**config.mk**
```make
export PLATFORM = sky130hd
export DESIGN_NAME = dsg_deep_gate
export DESIGN_NICKNAME = d
export VERILOG_FILES = /design/src/dsg_pkg.sv /design/src/dsg_clk_en_cell.sv /design/src/dsg_irq_bank.sv /design/src/dsg_deep_gate.sv
export SDC_FILE = /design/constraint.sdc
export NUM_CORES = 1
export LEC_CHECK = 0
export ABC_AREA = 1
export ABC_CLOCK_PERIOD_IN_PS = 1700
export BUFFER_PORTS_ARGS = -buffer_cell sky130_fd_sc_hd__buf_4
export CORE_MARGIN = 2
export CORE_UTILIZATION = 45
export DETAILED_ROUTE_END_ITERATION = 8
export PLACE_DENSITY = 0.78
export SETUP_SLACK_MARGIN = 0.05
export SKIP_LAST_GASP = 1
export SLEW_MARGIN = 20
export SYNTH_ARGS = -nofsm -noshare
export SYNTH_HDL_FRONTEND = slang
export SYNTH_SLANG_ARGS = --single-unit
export TNS_END_PERCENT = 30
```
**constraint.sdc**
```tcl
create_clock -name i_sys_clk -period 1.7 [get_ports i_sys_clk]
set_input_delay 0.17 -clock i_sys_clk [delete_from_list [all_inputs] [get_ports i_sys_clk]]
set_output_delay 0.17 -clock i_sys_clk [all_outputs]
set_load 0.02 [all_outputs]
```
**src/dsg_pkg.sv**
```systemverilog
// Shared constants and types for the deep-sleep clock gate block.
// Assumes one 50 MHz system clock and an APB master on the same clock.
// Contract
// - Gate register decoded at byte 0x120
// - Reset value is 0x00000040
// - Set bit clocks unit, clear stops it
// - Access to unclocked unit returns bus fault
// - Enables chosen by run, sleep, deep mode
// - Sleep/deep registers need auto-gate select set
// - Bit 20 gates pulse-width modulator, reset low
// - Bit 16 gates converter 0, reset low
// - Bit 6 gates hibernation, reset high
// - Bit 3 gates watchdog, reset low
// - Reserved bits read-only, read zero
package dsg_pkg;

  localparam int          ADDR_W         = 12;
  localparam int          DATA_W         = 32;
  localparam int          UNIT_N         = 4;
  localparam int          IRQ_W          = 2;

  localparam logic [11:0] OFS_RUN_GATE   = 12'h100;
  localparam logic [11:0] OFS_SLEEP_GATE = 12'h110;
  localparam logic [11:0] OFS_DEEP_GATE  = 12'h120;
  localparam logic [11:0] OFS_MODE_CTRL  = 12'h140;
  localparam logic [11:0] OFS_IRQ_STAT   = 12'h144;
  localparam logic [11:0] OFS_IRQ_MASK   = 12'h148;

  localparam logic [31:0] GATE_RESET     = 32'h0000_0040;
  localparam logic [31:0] GATE_WR_MASK   = 32'h0011_0048;
  localparam logic [31:0] MODE_RESET     = 32'h0000_0000;

  localparam int          BIT_PWM        = 20;
  localparam int          BIT_ADC0       = 16;
  localparam int          BIT_HIBER      = 6;
  localparam int          BIT_WDOG       = 3;
  localparam int          BIT_AUTO_GATE  = 0;

  localparam int          IRQ_FAULT      = 0;
  localparam int          IRQ_CHANGE     = 1;

  localparam logic [1:0]  UNIT_WDOG      = 2'h0;
  localparam logic [1:0]  UNIT_HIBER     = 2'h1;
  localparam logic [1:0]  UNIT_ADC0      = 2'h2;
  localparam logic [1:0]  UNIT_PWM       = 2'h3;

  typedef enum logic [1:0] {
    DSG_PM_RUN   = 2'h0,
    DSG_PM_SLEEP = 2'h1,
    DSG_PM_DEEP  = 2'h3
  } dsg_pmode_t;

  typedef struct packed {
    logic              psel;
    logic              penable;
    logic              pwrite;
    logic [ADDR_W-1:0] paddr;
    logic [DATA_W-1:0] pwdata;
  } dsg_apb_req_t;

  typedef struct packed {
    logic       valid;
    logic [1:0] unit;
  } dsg_periph_req_t;

endpackage

```
**src/dsg_clk_en_cell.sv**
```systemverilog
// One glitch-free clock enable stage for a gated unit.
// Assumes the unit clocks on i_sys_clk qualified by o_clk_en.
`timescale 1ns/1ps
module dsg_clk_en_cell (
  input  wire logic i_sys_clk,
  input  wire logic i_rst_b,
  input  wire logic i_en_req,
  input  wire logic i_en_rst,
  output logic      o_clk_en
);

  // Enable only moves on an edge, so the unit sees whole cycles only
  always_ff @(posedge i_sys_clk) begin
    if (!i_rst_b) begin
      o_clk_en <= 1'b0;
    end else begin
      o_clk_en <= i_en_req;
    end
  end

  // Reset level pin is unused; the enable always resets low
  logic unused_en_rst;
  assign unused_en_rst = i_en_rst;

endmodule

```
**src/dsg_irq_bank.sv**
```systemverilog
// Sticky event status with mask and one level interrupt.
// Assumes set pulses and clear masks come from the same clock.
`timescale 1ns/1ps
module dsg_irq_bank #(
  parameter int W = 2
) (
  input  wire logic         i_sys_clk,
  input  wire logic         i_rst_b,
  input  wire logic [W-1:0] i_set,
  input  wire logic [W-1:0] i_clr,
  input  wire logic         i_mask_we,
  input  wire logic [W-1:0] i_mask_wdata,
  output logic      [W-1:0] o_status,
  output logic      [W-1:0] o_mask,
  output logic              o_irq
);

  logic [W-1:0] status_nxt;

  // Set beats clear so no event is lost on a read
  assign status_nxt = (o_status & ~i_clr) | i_set;

  always_ff @(posedge i_sys_clk) begin
    if (!i_rst_b) begin
      o_status <= '0;
      o_mask   <= '0;
      o_irq    <= 1'b0;
    end else begin
      o_status <= status_nxt;
      if (i_mask_we) begin
        o_mask <= i_mask_wdata;
      end
      o_irq <= |(status_nxt & (i_mask_we ? i_mask_wdata : o_mask));
    end
  end

endmodule

```
**src/dsg_deep_gate.sv**
```systemverilog
// Deep-sleep clock gate register block with APB slave and fault check.
// Assumes APB master, power mode and peripheral probes on i_sys_clk.
`timescale 1ns/1ps
module dsg_deep_gate (
  input  wire logic                     i_sys_clk,
  input  wire logic                     i_rst_b,
  input  wire dsg_pkg::dsg_apb_req_t    i_apb,
  input  wire dsg_pkg::dsg_pmode_t      i_power_mode,
  input  wire dsg_pkg::dsg_periph_req_t i_periph_req,
  output logic                          o_pready,
  output logic [31:0]                   o_prdata,
  output logic                          o_pslverr,
  output logic [3:0]                    o_unit_clk_en,
  output logic                          o_periph_fault,
  output logic                          o_irq
);
  import dsg_pkg::*;

  logic [31:0]      run_gate_reg0_r;
  logic [31:0]      sleep_gate_reg0_r;
  logic [31:0]      deep_sleep_gate_reg0_r;
  logic [31:0]      mode_ctrl_r;
  logic [31:0]      rd_nxt;
  logic             err_nxt;
  logic [IRQ_W-1:0] irq_status;
  logic [IRQ_W-1:0] irq_mask;
  logic [IRQ_W-1:0] irq_set;
  logic [IRQ_W-1:0] irq_clr;
  logic [IRQ_W-1:0] stat_cap_r;

  // Bus phase decode
  wire setup_ph  = i_apb.psel & ~i_apb.penable;
  wire done_ph   = i_apb.psel & i_apb.penable & o_pready;
  wire wr_done   = done_ph & i_apb.pwrite;
  wire rd_done   = done_ph & ~i_apb.pwrite;
  wire [11:0] ad = i_apb.paddr;

  wire hit_run   = (ad == OFS_RUN_GATE);
  wire hit_sleep = (ad == OFS_SLEEP_GATE);
  wire hit_deep  = (ad == OFS_DEEP_GATE);
  wire hit_mode  = (ad == OFS_MODE_CTRL);
  wire hit_stat  = (ad == OFS_IRQ_STAT);
  wire hit_mask  = (ad == OFS_IRQ_MASK);
  wire hit_any   = hit_run | hit_sleep | hit_deep | hit_mode | hit_stat | hit_mask;

  wire we_run    = wr_done & hit_run;
  wire we_sleep  = wr_done & hit_sleep;
  wire we_deep   = wr_done & hit_deep;
  wire we_mode   = wr_done & hit_mode;
  wire we_mask   = wr_done & hit_mask;
  wire re_stat   = rd_done & hit_stat;

  // Only gate bits are writable, the rest stays zero
  wire [31:0] gate_wdata = i_apb.pwdata & GATE_WR_MASK;

  always_comb begin
    rd_nxt  = 32'h0000_0000;
    err_nxt = 1'b0;
    if (hit_run) begin
      rd_nxt = run_gate_reg0_r;
    end else if (hit_sleep) begin
      rd_nxt = sleep_gate_reg0_r;
    end else if (hit_deep) begin
      rd_nxt = deep_sleep_gate_reg0_r & GATE_WR_MASK;
    end else if (hit_mode) begin
      rd_nxt = mode_ctrl_r;
    end else if (hit_stat) begin
      rd_nxt = {{(32-IRQ_W){1'b0}}, irq_status};
    end else if (hit_mask) begin
      rd_nxt = {{(32-IRQ_W){1'b0}}, irq_mask};
    end else begin
      err_nxt = 1'b1;
    end
  end

  // One access cycle, no wait states; data latched at setup
  always_ff @(posedge i_sys_clk) begin
    if (!i_rst_b) begin
      o_pready   <= 1'b0;
      o_prdata   <= 32'h0000_0000;
      o_pslverr  <= 1'b0;
      stat_cap_r <= '0;
    end else begin
      o_pready <= setup_ph;
      if (setup_ph) begin
        o_prdata   <= i_apb.pwrite ? 32'h0000_0000 : rd_nxt;
        o_pslverr  <= err_nxt;
        stat_cap_r <= irq_status;
      end
    end
  end

  always_ff @(posedge i_sys_clk) begin
    if (!i_rst_b) begin
      run_gate_reg0_r        <= GATE_RESET;
      sleep_gate_reg0_r      <= GATE_RESET;
      deep_sleep_gate_reg0_r <= GATE_RESET;
      mode_ctrl_r            <= MODE_RESET;
    end else begin
      if (we_run) begin
        run_gate_reg0_r <= gate_wdata;
      end
      if (we_sleep) begin
        sleep_gate_reg0_r <= gate_wdata;
      end
      if (we_deep) begin
        deep_sleep_gate_reg0_r <= gate_wdata;
      end
      if (we_mode) begin
        mode_ctrl_r <= i_apb.pwdata & 32'h0000_0001;
      end
    end
  end

  // Mode selection of the governing gate register
  wire        auto_clock_gate_select = mode_ctrl_r[BIT_AUTO_GATE];
  wire        in_sleep = (i_power_mode == DSG_PM_SLEEP);
  wire        in_deep  = (i_power_mode == DSG_PM_DEEP);
  wire [31:0] sel_gate =
    (auto_clock_gate_select & in_deep)  ? deep_sleep_gate_reg0_r :
    (auto_clock_gate_select & in_sleep) ? sleep_gate_reg0_r :
    run_gate_reg0_r;

  wire pwm_gate_enable         = sel_gate[BIT_PWM];
  wire adc0_gate_enable        = sel_gate[BIT_ADC0];
  wire hibernation_gate_enable = sel_gate[BIT_HIBER];
  wire watchdog_gate_enable    = sel_gate[BIT_WDOG];

  wire [3:0] unit_en_req = {pwm_gate_enable, adc0_gate_enable,
                            hibernation_gate_enable, watchdog_gate_enable};
  wire [3:0] unit_en_rst = {GATE_RESET[BIT_PWM], GATE_RESET[BIT_ADC0],
                            GATE_RESET[BIT_HIBER], GATE_RESET[BIT_WDOG]};

  genvar g;
  generate
    for (g = 0; g < UNIT_N; g++) begin : g_cell
      dsg_clk_en_cell u_cell (
        .i_sys_clk (i_sys_clk),
        .i_rst_b   (i_rst_b),
        .i_en_req  (unit_en_req[g]),
        .i_en_rst  (unit_en_rst[g]),
        .o_clk_en  (o_unit_clk_en[g])
      );
    end
  endgenerate

  // Faults judged against the enable the unit is really running on
  wire fault_now = i_periph_req.valid & ~o_unit_clk_en[i_periph_req.unit];

  always_ff @(posedge i_sys_clk) begin
    if (!i_rst_b) begin
      o_periph_fault <= 1'b0;
    end else begin
      o_periph_fault <= fault_now;
    end
  end

  assign irq_set[IRQ_FAULT]  = fault_now;
  assign irq_set[IRQ_CHANGE] = |(unit_en_req ^ o_unit_clk_en);
  // Clear only what the read returned; later events stay pending
  assign irq_clr             = re_stat ? stat_cap_r : '0;

  dsg_irq_bank #(
    .W (IRQ_W)
  ) u_irq (
    .i_sys_clk    (i_sys_clk),
    .i_rst_b      (i_rst_b),
    .i_set        (irq_set),
    .i_clr        (irq_clr),
    .i_mask_we    (we_mask),
    .i_mask_wdata (i_apb.pwdata[IRQ_W-1:0]),
    .o_status     (irq_status),
    .o_mask       (irq_mask),
    .o_irq        (o_irq)
  );

  // Checks

  a_reset_value: assert property (@(posedge i_sys_clk)
    $rose(i_rst_b) |-> deep_sleep_gate_reg0_r == 32'h0000_0040 &&
                       o_unit_clk_en == 4'h0)
    else $error("gate register reset value wrong");

  a_deep_write: assert property (@(posedge i_sys_clk) disable iff (!i_rst_b)
    (wr_done && ad == 12'h120) |=>
      deep_sleep_gate_reg0_r == ($past(i_apb.pwdata) & 32'h0011_0048))
    else $error("write to gate register not stored");

  a_reserved_zero: assert property (@(posedge i_sys_clk) disable iff (!i_rst_b)
    (rd_done && hit_deep) |-> (o_prdata & 32'hffee_ffb7) == 32'h0)
    else $error("reserved bit read as one");

  a_fault_gated: assert property (@(posedge i_sys_clk) disable iff (!i_rst_b)
    (i_periph_req.valid && !o_unit_clk_en[i_periph_req.unit]) |=> o_periph_fault)
    else $error("gated unit access without fault");

  a_no_fault_on: assert property (@(posedge i_sys_clk) disable iff (!i_rst_b)
    (i_periph_req.valid && o_unit_clk_en[i_periph_req.unit]) |=> !o_periph_fault)
    else $error("fault on clocked unit");

  a_deep_select: assert property (@(posedge i_sys_clk) disable iff (!i_rst_b)
    (mode_ctrl_r[0] && i_power_mode == DSG_PM_DEEP) ##1 $stable(unit_en_req) |->
      o_unit_clk_en == $past({deep_sleep_gate_reg0_r[20], deep_sleep_gate_reg0_r[16],
                              deep_sleep_gate_reg0_r[6], deep_sleep_gate_reg0_r[3]}))
    else $error("deep mode not using deep gate register");

  a_acg_off_run: assert property (@(posedge i_sys_clk) disable iff (!i_rst_b)
    !mode_ctrl_r[0] |-> unit_en_req == {run_gate_reg0_r[20], run_gate_reg0_r[16],
                                        run_gate_reg0_r[6], run_gate_reg0_r[3]})
    else $error("sleep registers used without auto gate");

  a_bit_map: assert property (@(posedge i_sys_clk) disable iff (!i_rst_b)
    sel_gate[20] == unit_en_req[3] && sel_gate[16] == unit_en_req[2] &&
    sel_gate[6] == unit_en_req[1] && sel_gate[3] == unit_en_req[0])
    else $error("gate bit mapped to wrong unit");

  a_en_latency: assert property (@(posedge i_sys_clk) disable iff (!i_rst_b)
    $changed(o_unit_clk_en) |-> o_unit_clk_en == $past(unit_en_req) &&
                                $past(unit_en_req) != $past(o_unit_clk_en))
    else $error("clock enable moved off the edge");

  a_hib_reset: assert property (@(posedge i_sys_clk)
    $rose(i_rst_b) ##1 (!mode_ctrl_r[0]) |-> o_unit_clk_en == 4'h2)
    else $error("hibernation enable not set after reset");

  a_irq_level: assert property (@(posedge i_sys_clk) disable iff (!i_rst_b)
    ##1 (o_irq == |(irq_status & irq_mask)))
    else $error("interrupt level disagrees with status");

  c_deep_write: cover property (@(posedge i_sys_clk) disable iff (!i_rst_b)
    wr_done && hit_deep);
  c_fault: cover property (@(posedge i_sys_clk) disable iff (!i_rst_b)
    o_periph_fault && in_deep);
  c_stat_read: cover property (@(posedge i_sys_clk) disable iff (!i_rst_b)
    re_stat && stat_cap_r != '0);
  c_unmapped: cover property (@(posedge i_sys_clk) disable iff (!i_rst_b)
    done_ph && o_pslverr);

endmodule

```
== After elaboration in Yosys (flattened, before gate mapping) ==
Cells that the tools add are included.
Widths: inputs -> output; s select.

* Add/sub/neg operators: 0
* Multipliers: 0
* Divide/modulo/power cells: 0
* $lt $le $gt $ge: 1
* Equal/unequal tests: 8
* Shift operators: 0
* Muxes and demuxes: 19
* Bitwise gates (word level): 22
* Reductions and logical operators: 2

{| class="wikitable"
|+ Operator list
! operator !! count
|-
| $mux 21 || 4
|-
| $eq 12x9->1 const B || 6
|-
| $mux 32 || 2
|-
| $and 1x1->1 || 14
|-
| $mux 2 || 5
|-
| $mux 1 || 7
|-
| $and 2x2->2 || 2
|-
| $reduce_or 4->1 || 1
|-
| $xor 4x4->4 || 1
|-
| $lt 2x3->1 const B || 1
|-
| $not 1->1 || 3
|-
| $bmux 1 s2 || 1
|-
| $eq 2x1->1 const B || 1
|-
| $eq 2x2->1 const B || 1
|-
| $not 2->2 || 1
|-
| $or 2x2->2 || 1
|-
| $reduce_or 2->1 || 1
|}

* Register bits after elaboration: 59
* Latch bits: 0
* Bits in writable memories: 0
* Bits in read-only memories: 0
* Input port bits: 54
* Output and inout bits: 40
* Logic and storage cells: 68
* Memories: 0

== Logic depth before layout (Yosys ltp) ==
Gate-level depths: netlist (run 1).

* Depth after elaboration: 10
* Depth in mapped cells: 10

== By module ==
Synthesis (run 1) repeated with hierarchy kept, for this count alone.

* Cell total of the unflattened synthesis: 302
* Area, all modules: 2020.7 um^2

{| class="wikitable"
|+ By module, submodules not included
! module !! times used !! cells an instance !! area an instance (um^2)
|-
| dsg_deep_gate || 1 || 262 || 1711.6
|-
| dsg_irq_bank || 1 || 28 || 198.9
|-
| dsg_clk_en_cell || 4 || 3 || 27.5
|}

== Worst setup path after synthesis (run 1) ==
No wires, ideal clock.

* Path type: register -> register
* Start: register o_pready
* End: register deep_sleep_gate_reg0_r[6]
* Data arrival time: 1.113 ns
* Data required time: 1.566 ns
* Slack: 0.453 ns
* Stages on the path, launching flop included: 6
* Clock period less this slack: 1.247 ns
* Cells stage by stage: dfxtp_1 -> nand3_1 -> nor2_4 -> nand4_1 -> nand2_1 -> o211ai_1

* Longest elaborated chain between the ends: 3

{| class="wikitable"
|+ RTL lines
! item !! line !! text
|-
| from (decl) || dsg_deep_gate.sv:10 || <nowiki>output logic o_pready,</nowiki>
|-
| from (signal assigned) || dsg_deep_gate.sv:84 || <nowiki>o_pready <= setup_ph;</nowiki>
|-
| $and 1x1->1 || dsg_deep_gate.sv:33 || <nowiki>wire done_ph = i_apb.psel & i_apb.penable & o_pready;</nowiki>
|-
| $and 1x1->1 || dsg_deep_gate.sv:34 || <nowiki>wire wr_done = done_ph & i_apb.pwrite;</nowiki>
|-
| $and 1x1->1 || dsg_deep_gate.sv:48 || <nowiki>wire we_deep = wr_done & hit_deep;</nowiki>
|-
| to (signal assigned) || dsg_deep_gate.sv:107 || <nowiki>deep_sleep_gate_reg0_r <= gate_wdata;</nowiki>
|-
| to (decl) || dsg_deep_gate.sv:21 || <nowiki>logic [31:0] deep_sleep_gate_reg0_r;</nowiki>
|}

Every way passes these cells.
A chain may end at the register's enable or synchronous reset.

== Final worst setup path (run 1) ==
* Start: register mode_ctrl_r[0]
* End: register u_irq.o_status[1]

* Longest elaborated chain between the ends: 6
* Elaborated cells on any way between the ends: 7
* Those cells by class: 2 x mux; 4 x bitwise; 1 x reduce/logical

{| class="wikitable"
|+ RTL lines
! item !! line !! text
|-
| from (decl) || dsg_deep_gate.sv:22 || <nowiki>logic [31:0] mode_ctrl_r;</nowiki>
|-
| from (signal assigned) || dsg_deep_gate.sv:110 || <nowiki>mode_ctrl_r <= i_apb.pwdata & 32'h0000_0001;</nowiki>
|-
| $and 1x1->1 || dsg_deep_gate.sv:121 || <nowiki>(auto_clock_gate_select & in_sleep) ? sleep_gate_reg0_r :</nowiki>
|-
| $mux 21 || dsg_deep_gate.sv:121 ||
|-
| $mux 21 (*) || dsg_deep_gate.sv:120 || <nowiki>(auto_clock_gate_select & in_deep) ? deep_sleep_gate_reg0_r :</nowiki>
|-
| $xor 4x4->4 (*) || dsg_deep_gate.sv:159 || <nowiki>assign irq_set[IRQ_CHANGE] = |(unit_en_req ^ o_unit_clk_en);</nowiki>
|-
| $reduce_or 4->1 (*) || dsg_deep_gate.sv:159 ||
|-
| $or 2x2->2 (*) || dsg_irq_bank.sv:21 || <nowiki>assign status_nxt = (o_status & ~i_clr) | i_set;</nowiki>
|-
| to (signal assigned) || dsg_irq_bank.sv:29 || <nowiki>o_status <= status_nxt;</nowiki>
|-
| to (decl) || dsg_irq_bank.sv:13 || <nowiki>output logic [W-1:0] o_status,</nowiki>
|}

Every way passes the cells marked *; elsewhere a longest branch is shown, timed or not.

==> impl_results.md, run 1 <==
- Status: finished clean
- Setup Skew: 0.003355 ns
- First-pass GRT wire length: 7.182 mm
- Pwr/cell area: 702.9 nW/um2
- Main area contributors after synthesis: dfxtp_1 (33%), buf_4 (11%), nand2_1 (7.8%), inv_1 (6.7%), nand4_1 (4.3%)
- Startpoint Class: register
- WL final: 4.398 mm
- Routed WL per cell: 11.73 um
- Vias in the first global route: 1704
- Max Clk Rate: 712.0 MHz
- Yosys warning total: 0
- Cell area after synthesis: 2023 um2
- Leading area contributor after synthesis: dfxtp_1
- DRT Pass-1 Iters: 4
- H-tree depth: 2
- Core Util, Final: 0.5460
- Static Leakage: 1.162 nW
- Initial antenna violation count: 0
- Core ar.: 4354 um2
- Fin crit share: 0.8261
- CTS Buf Count: 5
- CTS tree: built
- CP max-delay cell: dfxtp_1
- Final Hold Fails: 0
- Via Count: 1860
- Synth cell types: 28
- Worst EP required: 1.89 ns
- Met3 wire length: 304 um
- Io pins: 94
- Initial Utilization: 0.4647
- Critical path class: register to register
- Num Clock Sinks: 33
- Highest metal used: met4
- Gate Count Post-Synth: 279
- Filler cells: 449
- Largest net degree at the start of global routing: 18
- M1 wire length: 1.863 mm
- CP max FO: 5
- Reg2reg setup slack: 0.30 ns
- Slowest stage delay, CP: 0.41 ns
- Final Slew Violations: 0
- Setup repair after global routing missed its margin: false
- Sequential area share after synthesis: 0.3265
- Maximum vdd drop: 0.4492 mV
- CP endpoint kind: register
- Final HPWL DP: 3.570 mm
- Resize count post-CTS: 0
- Hold_buf cts: 0
- Post CTS Setup Buffer Count: 0
- Yosys top cell area share: 0.3265
- Worst path cell trace: nand2_2, nor2_4, nand2_1, nand4_1, nand2_1, nor2_1, nand3_1, and2_1
- Avg Inst Size Synth: 7.252 um2
- Die H: 71.05 um
- Synthesized flop and latch total: 33
- Total global routing overflow: 0
- Minimum clock period: 1.404 ns
- Drt via density: 4.960
- Setup violators final: 0
- CTS root buffer: clkbuf_8
- Crit path top cell by count: nand2_1
- Clk Latency, worst-skew pair: 0.29 ns
- Post-route setup TNS: 0 ns
- Number of port buffers: 41
- Maxcap violations: 0
- Overall die width: 71.05 um
- Die area: 5048 um2
- All-layer global routing usage: 0.1814
- Antenna Cells: 0
- # DRC: 0
- 1st-iter DRT viols: 57
- Clock Tree Buf Depth: 2
- Met2 WL: 2.124 mm
- Post-Place Cells: 367
- Clock slew at reported path FFs: 0.07 ns
- GPL Wtd Cong: 0.8822
- Fraction of layout cells with a size suffix above 1: 0.2415
- Post-Layout Cell Count: 375
- Hold WS: 0.1128 ns
- Area growth, synth to finish: 17.50%
- Worst hold path class: input port to register
- Nets: 376
- Cell row count: 24
- Worst path arrival time: 1.59 ns
- Post-route antenna net violation count: 0
[final timing paths]
check                           depth (start not counted)                         endpoint                        start
worst max-delay path                                    8     u_irq.o_status[1]$_SDFF_PN0_  mode_ctrl_r[0]$_SDFFE_PN0P_
worst min-delay path                                    3  run_gate_reg0_r[6]$_SDFFE_PN1P_                     i_apb[6]
worst max register to register                          8     u_irq.o_status[1]$_SDFF_PN0_  mode_ctrl_r[0]$_SDFFE_PN0P_
worst min register to register                          2         o_prdata[1]$_SDFFE_PN0P_     o_prdata[1]$_SDFFE_PN0P_
[where the power goes]
part           leakage, nW  total (W)  internal, W  switching, W
sequential           0.268   0.000792     0.000785    0.00000681
clock               0.0542   0.000657     0.000366      0.000291
combinational        0.840   0.000223    0.0000739      0.000149
[layer usage]
| metal | track usage | vias to the layer above |
|---|---|---|
| li1 | - | 945 |
| met1 | 0.2092 | 842 |
| met2 | 0.3063 | 61 |
| met3 | 0.05840 | 12 |
| met4 | 0.08176 | 0 |
| met5 | 0 | - |
[synthesized netlist by cell type (all sizes together)]
master	number
a211oi	1
a21oi	18
and2	1
and3	1
buf	30
clkbuf	3
clkinv	1
conb	1
dfxtp	33
inv	38
nand2	47
nand3	21
nand3b	1
nand4	14
nor2	35
nor3	3
o211ai	8
o21ai	23
[cell usage in the layout (no fill, tap or decap), types with 8 or more instances in the layout]
master    count
a21oi_1      17
buf_4        44
conb_1       26
dfxtp_1      33
inv_1        36
nand2_1      42
nand3_1      17
nand4_1      14
nor2_1       23
o211ai_1      8
o21ai_0      15
o21ai_1       8
[state kept, by name, indices dropped and copies added (netlist names)]
register and cells:
g_cell.u_cell.o_clk_en 4, o_periph_fault 1, mode_ctrl_r 1, o_prdata 6
u_irq.o_irq 1, u_irq.o_status 2, sleep_gate_reg0_r 4, deep_sleep_gate_reg0_r 4
o_pslverr 1, stat_cap_r 2, u_irq.o_mask 2, run_gate_reg0_r 4
o_pready 1
[through the flow]
step | total power, W | cell area (um2) | setup WS (ns)
floorplan | 0.0009846 | 2117 | 0.4526
global placement | 0.001027 | 2276 | 0.3380
detailed placement | 0.001030 | 2276 | 0.3234
CTS | 0.001682 | 2377 | 0.3006
global route | 0.001747 | 2377 | 0.1817
finish | 0.001671 | 2377 | 0.2956
[critical path, delay by kind of cell (launching register included)]
family        cells  cell delay (ns)
flops             1             0.41
simple gates      8             0.89
[cell type report]
cell class | instances | area (um2) | share of cell area
Clock inverter | 1 | 5.005 | 0.002105
Inverter | 39 | 151.4 | 0.06368
Tap cell | 52 | 65.06 | 0.02737
Clock buffer | 7 | 96.34 | 0.04053
Multi-Input combinational cell | 199 | 1069 | 0.4495
Sequential cell | 33 | 660.6 | 0.2779
Timing Repair Buffer | 44 | 330.3 | 0.1389
[cell families after synthesis]
kind of cell / share of synthesized area
AND/OR/NAND/NOR: 0.3395
buffers and inverters: 0.1917
AO/OA/AOI/OAI: 0.1404
flip-flops: 0.3265
other: 0.001854
Note: power is estimated with default switching activity, not from simulation.
==> run 2: changes to the inputs <==
--- a/config.mk
+++ b/config.mk
@@ -5,8 +5,8 @@
 export SDC_FILE = /design/constraint.sdc
 export NUM_CORES = 1
 export LEC_CHECK = 0
-export ABC_AREA = 1
-export ABC_CLOCK_PERIOD_IN_PS = 1700
+export ABC_AREA = 0
+export ABC_CLOCK_PERIOD_IN_PS = 1350
 export BUFFER_PORTS_ARGS = -buffer_cell sky130_fd_sc_hd__buf_4
 export CORE_MARGIN = 2
 export CORE_UTILIZATION = 45
==> constraint.sdc (replaced) <==
create_clock -name i_sys_clk -period 1.35 [get_ports i_sys_clk]
set_input_delay 0.135 -clock i_sys_clk [delete_from_list [all_inputs] [get_ports i_sys_clk]]
set_output_delay 0.135 -clock i_sys_clk [all_outputs]
set_load 0.02 [all_outputs]
==> run 2 against run 1 <==
Effect of this change: the flow now finishes with violations (setup timing); power is 33% higher; first-iteration DRC count is 67% higher; wire length is 11% higher; final cell count is 5.3% lower; hold slack worse by 0.011 ns; sequential share of layout area is 3.6 points lower; synthesized area is 2.3% lower; via count is 4.0% lower; critical path depth is 2 lower; combinational power is 45% higher; synthesized cell count is 19% lower; global-route usage is 1.8 points higher; critical path type unchanged; critical endpoint is now u_irq.o_irq$_SDFF_PN0_; largest power group unchanged.
==> impl_results.md, run 2 <==
- Status: complete, but fails checks
- Failing checks: setup timing
- Sequential area share after synthesis: 0.3342
- M1 wire length: 1.978 mm
- Synthesized flop and latch total: 33
- Fin crit share: 1.108
- Final Power: 0.002230 W
- Worst EP required: 1.52 ns
- GPL Wtd Cong: 0.7817
- Reg2reg setup slack: -0.15 ns
- H-tree depth: 2
- Avg Inst Size Synth: 8.786 um2
- Clock Tree Buf Depth: 2
- Max Clk Rate: 668.3 MHz
- Max reg flops: 6
- Worst hold path class: input port to register
- Largest net degree at the start of global routing: 32
- Minimum clock period: 1.496 ns
- CP max FO: 2
- WL final: 4.877 mm
- Startpoint Class: register
- Die H: 70.28 um
- Final HPWL DP: 3.637 mm
- Count leader, synth: dfxtp_1
- Post-route antenna net violation count: 0
- Main area contributors after synthesis: dfxtp_1 (33%), buf_4 (11%), mux2i_1 (6.6%), nor2b_1 (4.4%), nand2_1 (4.4%)
- All-layer global routing usage: 0.1992
- Setup Skew: 0.004032 ns
- Yosys warning total: 0
- Yosys top cell area share: 0.3342
- Worst path arrival time: 1.67 ns
- Nets: 356
- P_int: 0.001653 W
- Highest metal used: met4
- Seq pwr share: 0.447
- # DRC: 0
- Number of port buffers: 41
- Clk pwr share: 0.407
- Comb power frac: 0.145
- Via Count: 1785
- First-pass GRT wire length: 7.790 mm
- Overall die width: 70.28 um
- Maxcap violations: 0
- Critical path class: register to register
- Drt via density: 5.028
- CTS root buffer: clkbuf_8
- Routed WL per cell: 13.74 um
- Final Slew Violations: 0
- Vias in the first global route: 1724
- Setup violators final: 10
- Fraction of layout cells with a size suffix above 1: 0.3960
- Initial Utilization: 0.4604
- Initial antenna violation count: 0
- CTS tree: built
- Area growth, synth to finish: 39.75%
- Clock slew at reported path FFs: 0.07 ns
- Setup WS post-layout: -0.1464 ns
- Number of synthesized flops with an enable pin: 0
- Pwr/cell area: 807.2 nW/um2
- Gate Count Post-Synth: 225
- Static Leakage: 1.207 nW
- Num Clock Sinks: 33
- Cell row count: 24
- Io pins: 94
- Met3 wire length: 218 um
- Most common cell after layout, fill and taps aside: buf_4
- Post-synth top cells: dfxtp_1 (33), buf_4 (30), nand2_1 (23)
- Total global routing overflow: 0
- Setup repair after global routing missed its margin: true
- Biggest register: o_prdata
- Leading cell types in the layout, fill and taps excluded: buf_4 (79), dfxtp_1 (30), conb_1 (26)
- Met2 WL: 2.583 mm
- Sw power: 0.0005767 W
- Sw Ratio: 0.2586
- CTS Buf Count: 5
- Top FF cell, synth: dfxtp_1
- 1st-iter DRT viols: 95
- Cell area after synthesis: 1977 um2
- FFs w/ async S/R, synth: 0
- Die area: 4939 um2
- Worst slack, placed: -0.3789 ns
- Core ar.: 4294 um2
- Leading area contributor after synthesis: dfxtp_1
- DRT Pass-1 Iters: 4
- CP endpoint kind: register
- Maximum vdd drop: 0.5067 mV
- Antenna Cells: 0
- Final Hold Fails: 0
- Synth cell types: 46
- Clk Latency, worst-skew pair: 0.29 ns
[run 2: cell types whose count changed after synthesis, moves of 10 or more]
cell,previous run,this run
a21oi_1,17,7
a21boi_0,0,11
o21ai_0,15,5
mux2i_1,0,13
inv_1,36,12
nand3_1,17,5
nand2_1,42,23
nor2b_1,0,14
nor2_1,23,8
nand4_1,14,2
[run 2: kinds of logic (layout without fill, tap and decap cells)]
family                    Yosys count  after routing  synth area share
DFF                                33             33            0.3342
muxes                              14             14           0.07721
buffers and inverters              50            103            0.1532
other                               1             26          0.001897
and+or+nand+nor                    76             76            0.2411
xor gates and xnor gates            3              3           0.01329
AOI/OAI and AO/OA                  48             48            0.1791
[run 2: worst max-delay path, cell delays in order, from the launching register on]
cell	delay, ns
dfxtp_1	0.33
mux2i_2	0.21
mux2i_1	0.27
buf_4	0.15
a221oi_2	0.07
a221oi_4	0.23
o211ai_1	0.10
[run 2: what timing repair did]
| item | CTS | global route |
|---|---|---|
| gates resized for setup | 9 | 19 |
| endpoints found under the setup margin | 21 | 21 |
| gates cloned | 0 | 0 |
| pin swaps | 7 | 8 |
| hold buffers | 0 | 0 |
| hold endpoints to repair | 0 | 0 |
| setup buffers | 2 | 2 |
[run 2: worst paths after layout]
check | startpoint | endpoint | depth (start not counted)
max | deep_sleep_gate_reg0_r[3]$_SDFFE_PN0P_ | u_irq.o_irq$_SDFF_PN0_ | 6
min | i_apb[6] | sleep_gate_reg0_r[6]$_SDFFE_PN1P_ | 3
min reg2reg | o_prdata[20]$_SDFFE_PN0P_ | o_prdata[20]$_SDFFE_PN0P_ | 2
max reg2reg | deep_sleep_gate_reg0_r[3]$_SDFFE_PN0P_ | u_irq.o_irq$_SDFF_PN0_ | 6
[run 2: layout make-up]
class | count | area (um2)
clock buffers | 8 | 111.4
fillers | 374 | 1531
inverters | 12 | 45.04
multi-input cells | 167 | 1236
flip-flops and latches | 33 | 666.9
well taps | 52 | 65.06
repair buffers | 83 | 638.1
[run 2: metal layers]
metal | vias up | track usage
met5 | - | 0
met4 | 0 | 0.07692
met3 | 11 | 0.03896
met2 | 53 | 0.3522
met1 | 833 | 0.2349
li1 | 888 | -
[run 2: power groups by stage]
stage / combinational (W) / clock (W) / sequential (W)
2_1_floorplan: 0.000215 / 0 / 0.00102
3_3_place_gp: 0.000296 / 0 / 0.00102
3_5_place_dp: 0.000300 / 0 / 0.00102
4_1_cts: 0.000309 / 0.000919 / 0.000997
5_1_grt: 0.000346 / 0.000962 / 0.000999
6_report: 0.000324 / 0.000908 / 0.000997
[run 2: stage by stage]
step | setup TNS, ns | hold slack, ns | area (um2) | instances | utilization
4_1_cts | -0.2763 | 0.08855 | 2664 | 353 | 0.6203
6_report | -0.5953 | 0.1014 | 2763 | 355 | 0.6434
5_1_grt | -1.607 | 0.1072 | 2763 | 355 | 0.6434
3_5_place_dp | -6.088 | 0.3861 | 2497 | 343 | 0.5816
2_1_floorplan | -0.8664 | 0.2593 | 2098 | 250 | -
3_3_place_gp | -5.124 | 0.3797 | 2497 | 343 | 0.5816
==> run 3: changes to the inputs <==
--- a/config.mk
+++ b/config.mk
@@ -5,7 +5,7 @@
 export SDC_FILE = /design/constraint.sdc
 export NUM_CORES = 1
 export LEC_CHECK = 0
-export ABC_AREA = 0
+export ABC_AREA = 1
 export ABC_CLOCK_PERIOD_IN_PS = 1350
 export BUFFER_PORTS_ARGS = -buffer_cell sky130_fd_sc_hd__buf_4
 export CORE_MARGIN = 2
==> run 3 against run 2 <==
Effect of this change: the flow still finishes with violations (setup timing); sequential cell count is the same; clock power shrank 9.5%; clock-buffer cell count shrank 1; clock skew grew 0.0013 ns.
==> impl_results.md, run 3 (same netlist as run 1, synthesis figures left out) <==
- Startpoint Class: register
- Pwr/cell area: 860.3 nW/um2
- Initial Utilization: 0.4647
- Area growth, synth to finish: 20.78%
- Via Count: 1848
- Die area: 5048 um2
- GPL Wtd Cong: 0.8771
- Num Clock Sinks: 33
- Hold_buf cts: 0
- WL final: 4.489 mm
- CP max FO: 6
- Post-route antenna net violation count: 0
- Core ar.: 4354 um2
- First-pass GRT wire length: 7.272 mm
- # DRC: 0
- CTS Buf Count: 5
- CTS root buffer: clkbuf_8
- Hold depth: 3
- Setup WS post-layout: -0.01436 ns
- 1st-iter DRT viols: 122
- Worst EP required: 1.53 ns
- Largest net degree at the start of global routing: 18
- Antenna Cells: 0
- Critical path class: register to register
- DRT Pass-1 Iters: 4
- Leading cell types in the layout, fill and taps excluded: buf_4 (47), nand2_1 (42), inv_1 (36)
- CP endpoint kind: register
- All-layer global routing usage: 0.1824
- Vias in the first global route: 1646
- FF-to-FF path depth: 8
- Routed WL per cell: 11.84 um
- Number of port buffers: 41
- Worst path arrival time: 1.55 ns
- Setup violators final: 1
- Fin crit share: 1.011
- Total global routing overflow: 0
- Max Clk Rate: 732.9 MHz
- Clock slew at reported path FFs: 0.07 ns
- Filler cells: 440
- Clk Latency, worst-skew pair: 0.28 ns
- Most common cell after layout, fill and taps aside: buf_4
- Overall die width: 71.05 um
- Drt via density: 4.876
- Final HPWL DP: 3.557 mm
- Maxcap violations: 0
- Final Slew Violations: 0
- Reg2Reg Launch Point: mode_ctrl_r[0]$_SDFFE_PN0P_
- Clock Tree Buf Depth: 2
- Setup repair after global routing missed its margin: true
- Critical path startpoint: mode_ctrl_r[0]$_SDFFE_PN0P_
- CTS tree: built
- Final Power: 0.002102 W
- Fraction of layout cells with a size suffix above 1: 0.2661
- Cell row count: 24
- Die H: 71.05 um
- Maximum vdd drop: 0.5587 mV
- Minimum clock period: 1.364 ns
- Initial antenna violation count: 0
- Biggest register: o_prdata
- Worst hold path class: input port to register
- Hold WS: 0.07884 ns
- H-tree depth: 2
- Final Hold Fails: 0
- Post-Place Cells: 369
- Hold Crit Start: i_apb[6]
- Max reg flops: 6
- Core Util, Final: 0.5612
- Nets: 380
- Post-Layout Cell Count: 379
- Status: complete, but fails checks
- Post-route setup TNS: -0.01436 ns
- Io pins: 94
- Setup Skew: 0.005300 ns
- Failing checks: setup timing
- Static Leakage: 1.194 nW
[run 3: what timing repair did]
item,CTS,global route
gates resized for setup,0,10
pin swaps,0,6
setup buffers,0,2
hold endpoints to repair,0,0
setup endpoints to repair,3,16
[run 3: critical path: stages (launching register included)]
cell and delay [ns]:
dfxtp_4 0.36, buf_6 0.13, nand4_1 0.14, nand3_2 0.10, nand2_1 0.07, nand2_1 0.05
nor2_1 0.11, nand3_1 0.14, and2_1 0.16
[run 3: routing by layer]
layer	wire [um]	GRT usage	share of wire
met1	1913	0.2210	0.43
met2	2201	0.3105	0.49
met3	311	0.05698	0.069
met4	63	0.05451	0.014
met5	0	0	0
[run 3: area by class of cell]
cell class                      instances  area (um2)  share of cell area
Sequential cell                        33       668.1              0.2734
Timing Repair Buffer                   48       364.1              0.1490
Clock inverter                          1       5.005            0.002048
Tap cell                               52       65.06             0.02663
Inverter                               39       151.4             0.06196
Multi-Input combinational cell        199        1094              0.4475
Clock buffer                            7       96.34             0.03943
[run 3: where the power goes]
part	internal (W)	switching [W]	total [W]
registers	0.000985	0.00000939	0.000995
clock network	0.000461	0.000361	0.000822
logic	0.0000964	0.000189	0.000286
[run 3: worst paths after layout]
kind                                endpoint  slack [ns]
min          run_gate_reg0_r[6]$_SDFFE_PN1P_        0.08
min reg2reg        o_prdata[20]$_SDFFE_PN0P_        0.47
max reg2reg     u_irq.o_status[1]$_SDFF_PN0_       -0.01
max             u_irq.o_status[1]$_SDFF_PN0_       -0.01
[run 3: metrics by stage]
step,cell area [um2],worst slack (ns)
3_5_place_dp,2291,0.03326
6_report,2444,-0.01436
4_1_cts,2392,0.005204
2_1_floorplan,2117,0.1026
5_1_grt,2444,-0.07200
3_3_place_gp,2291,0.04001
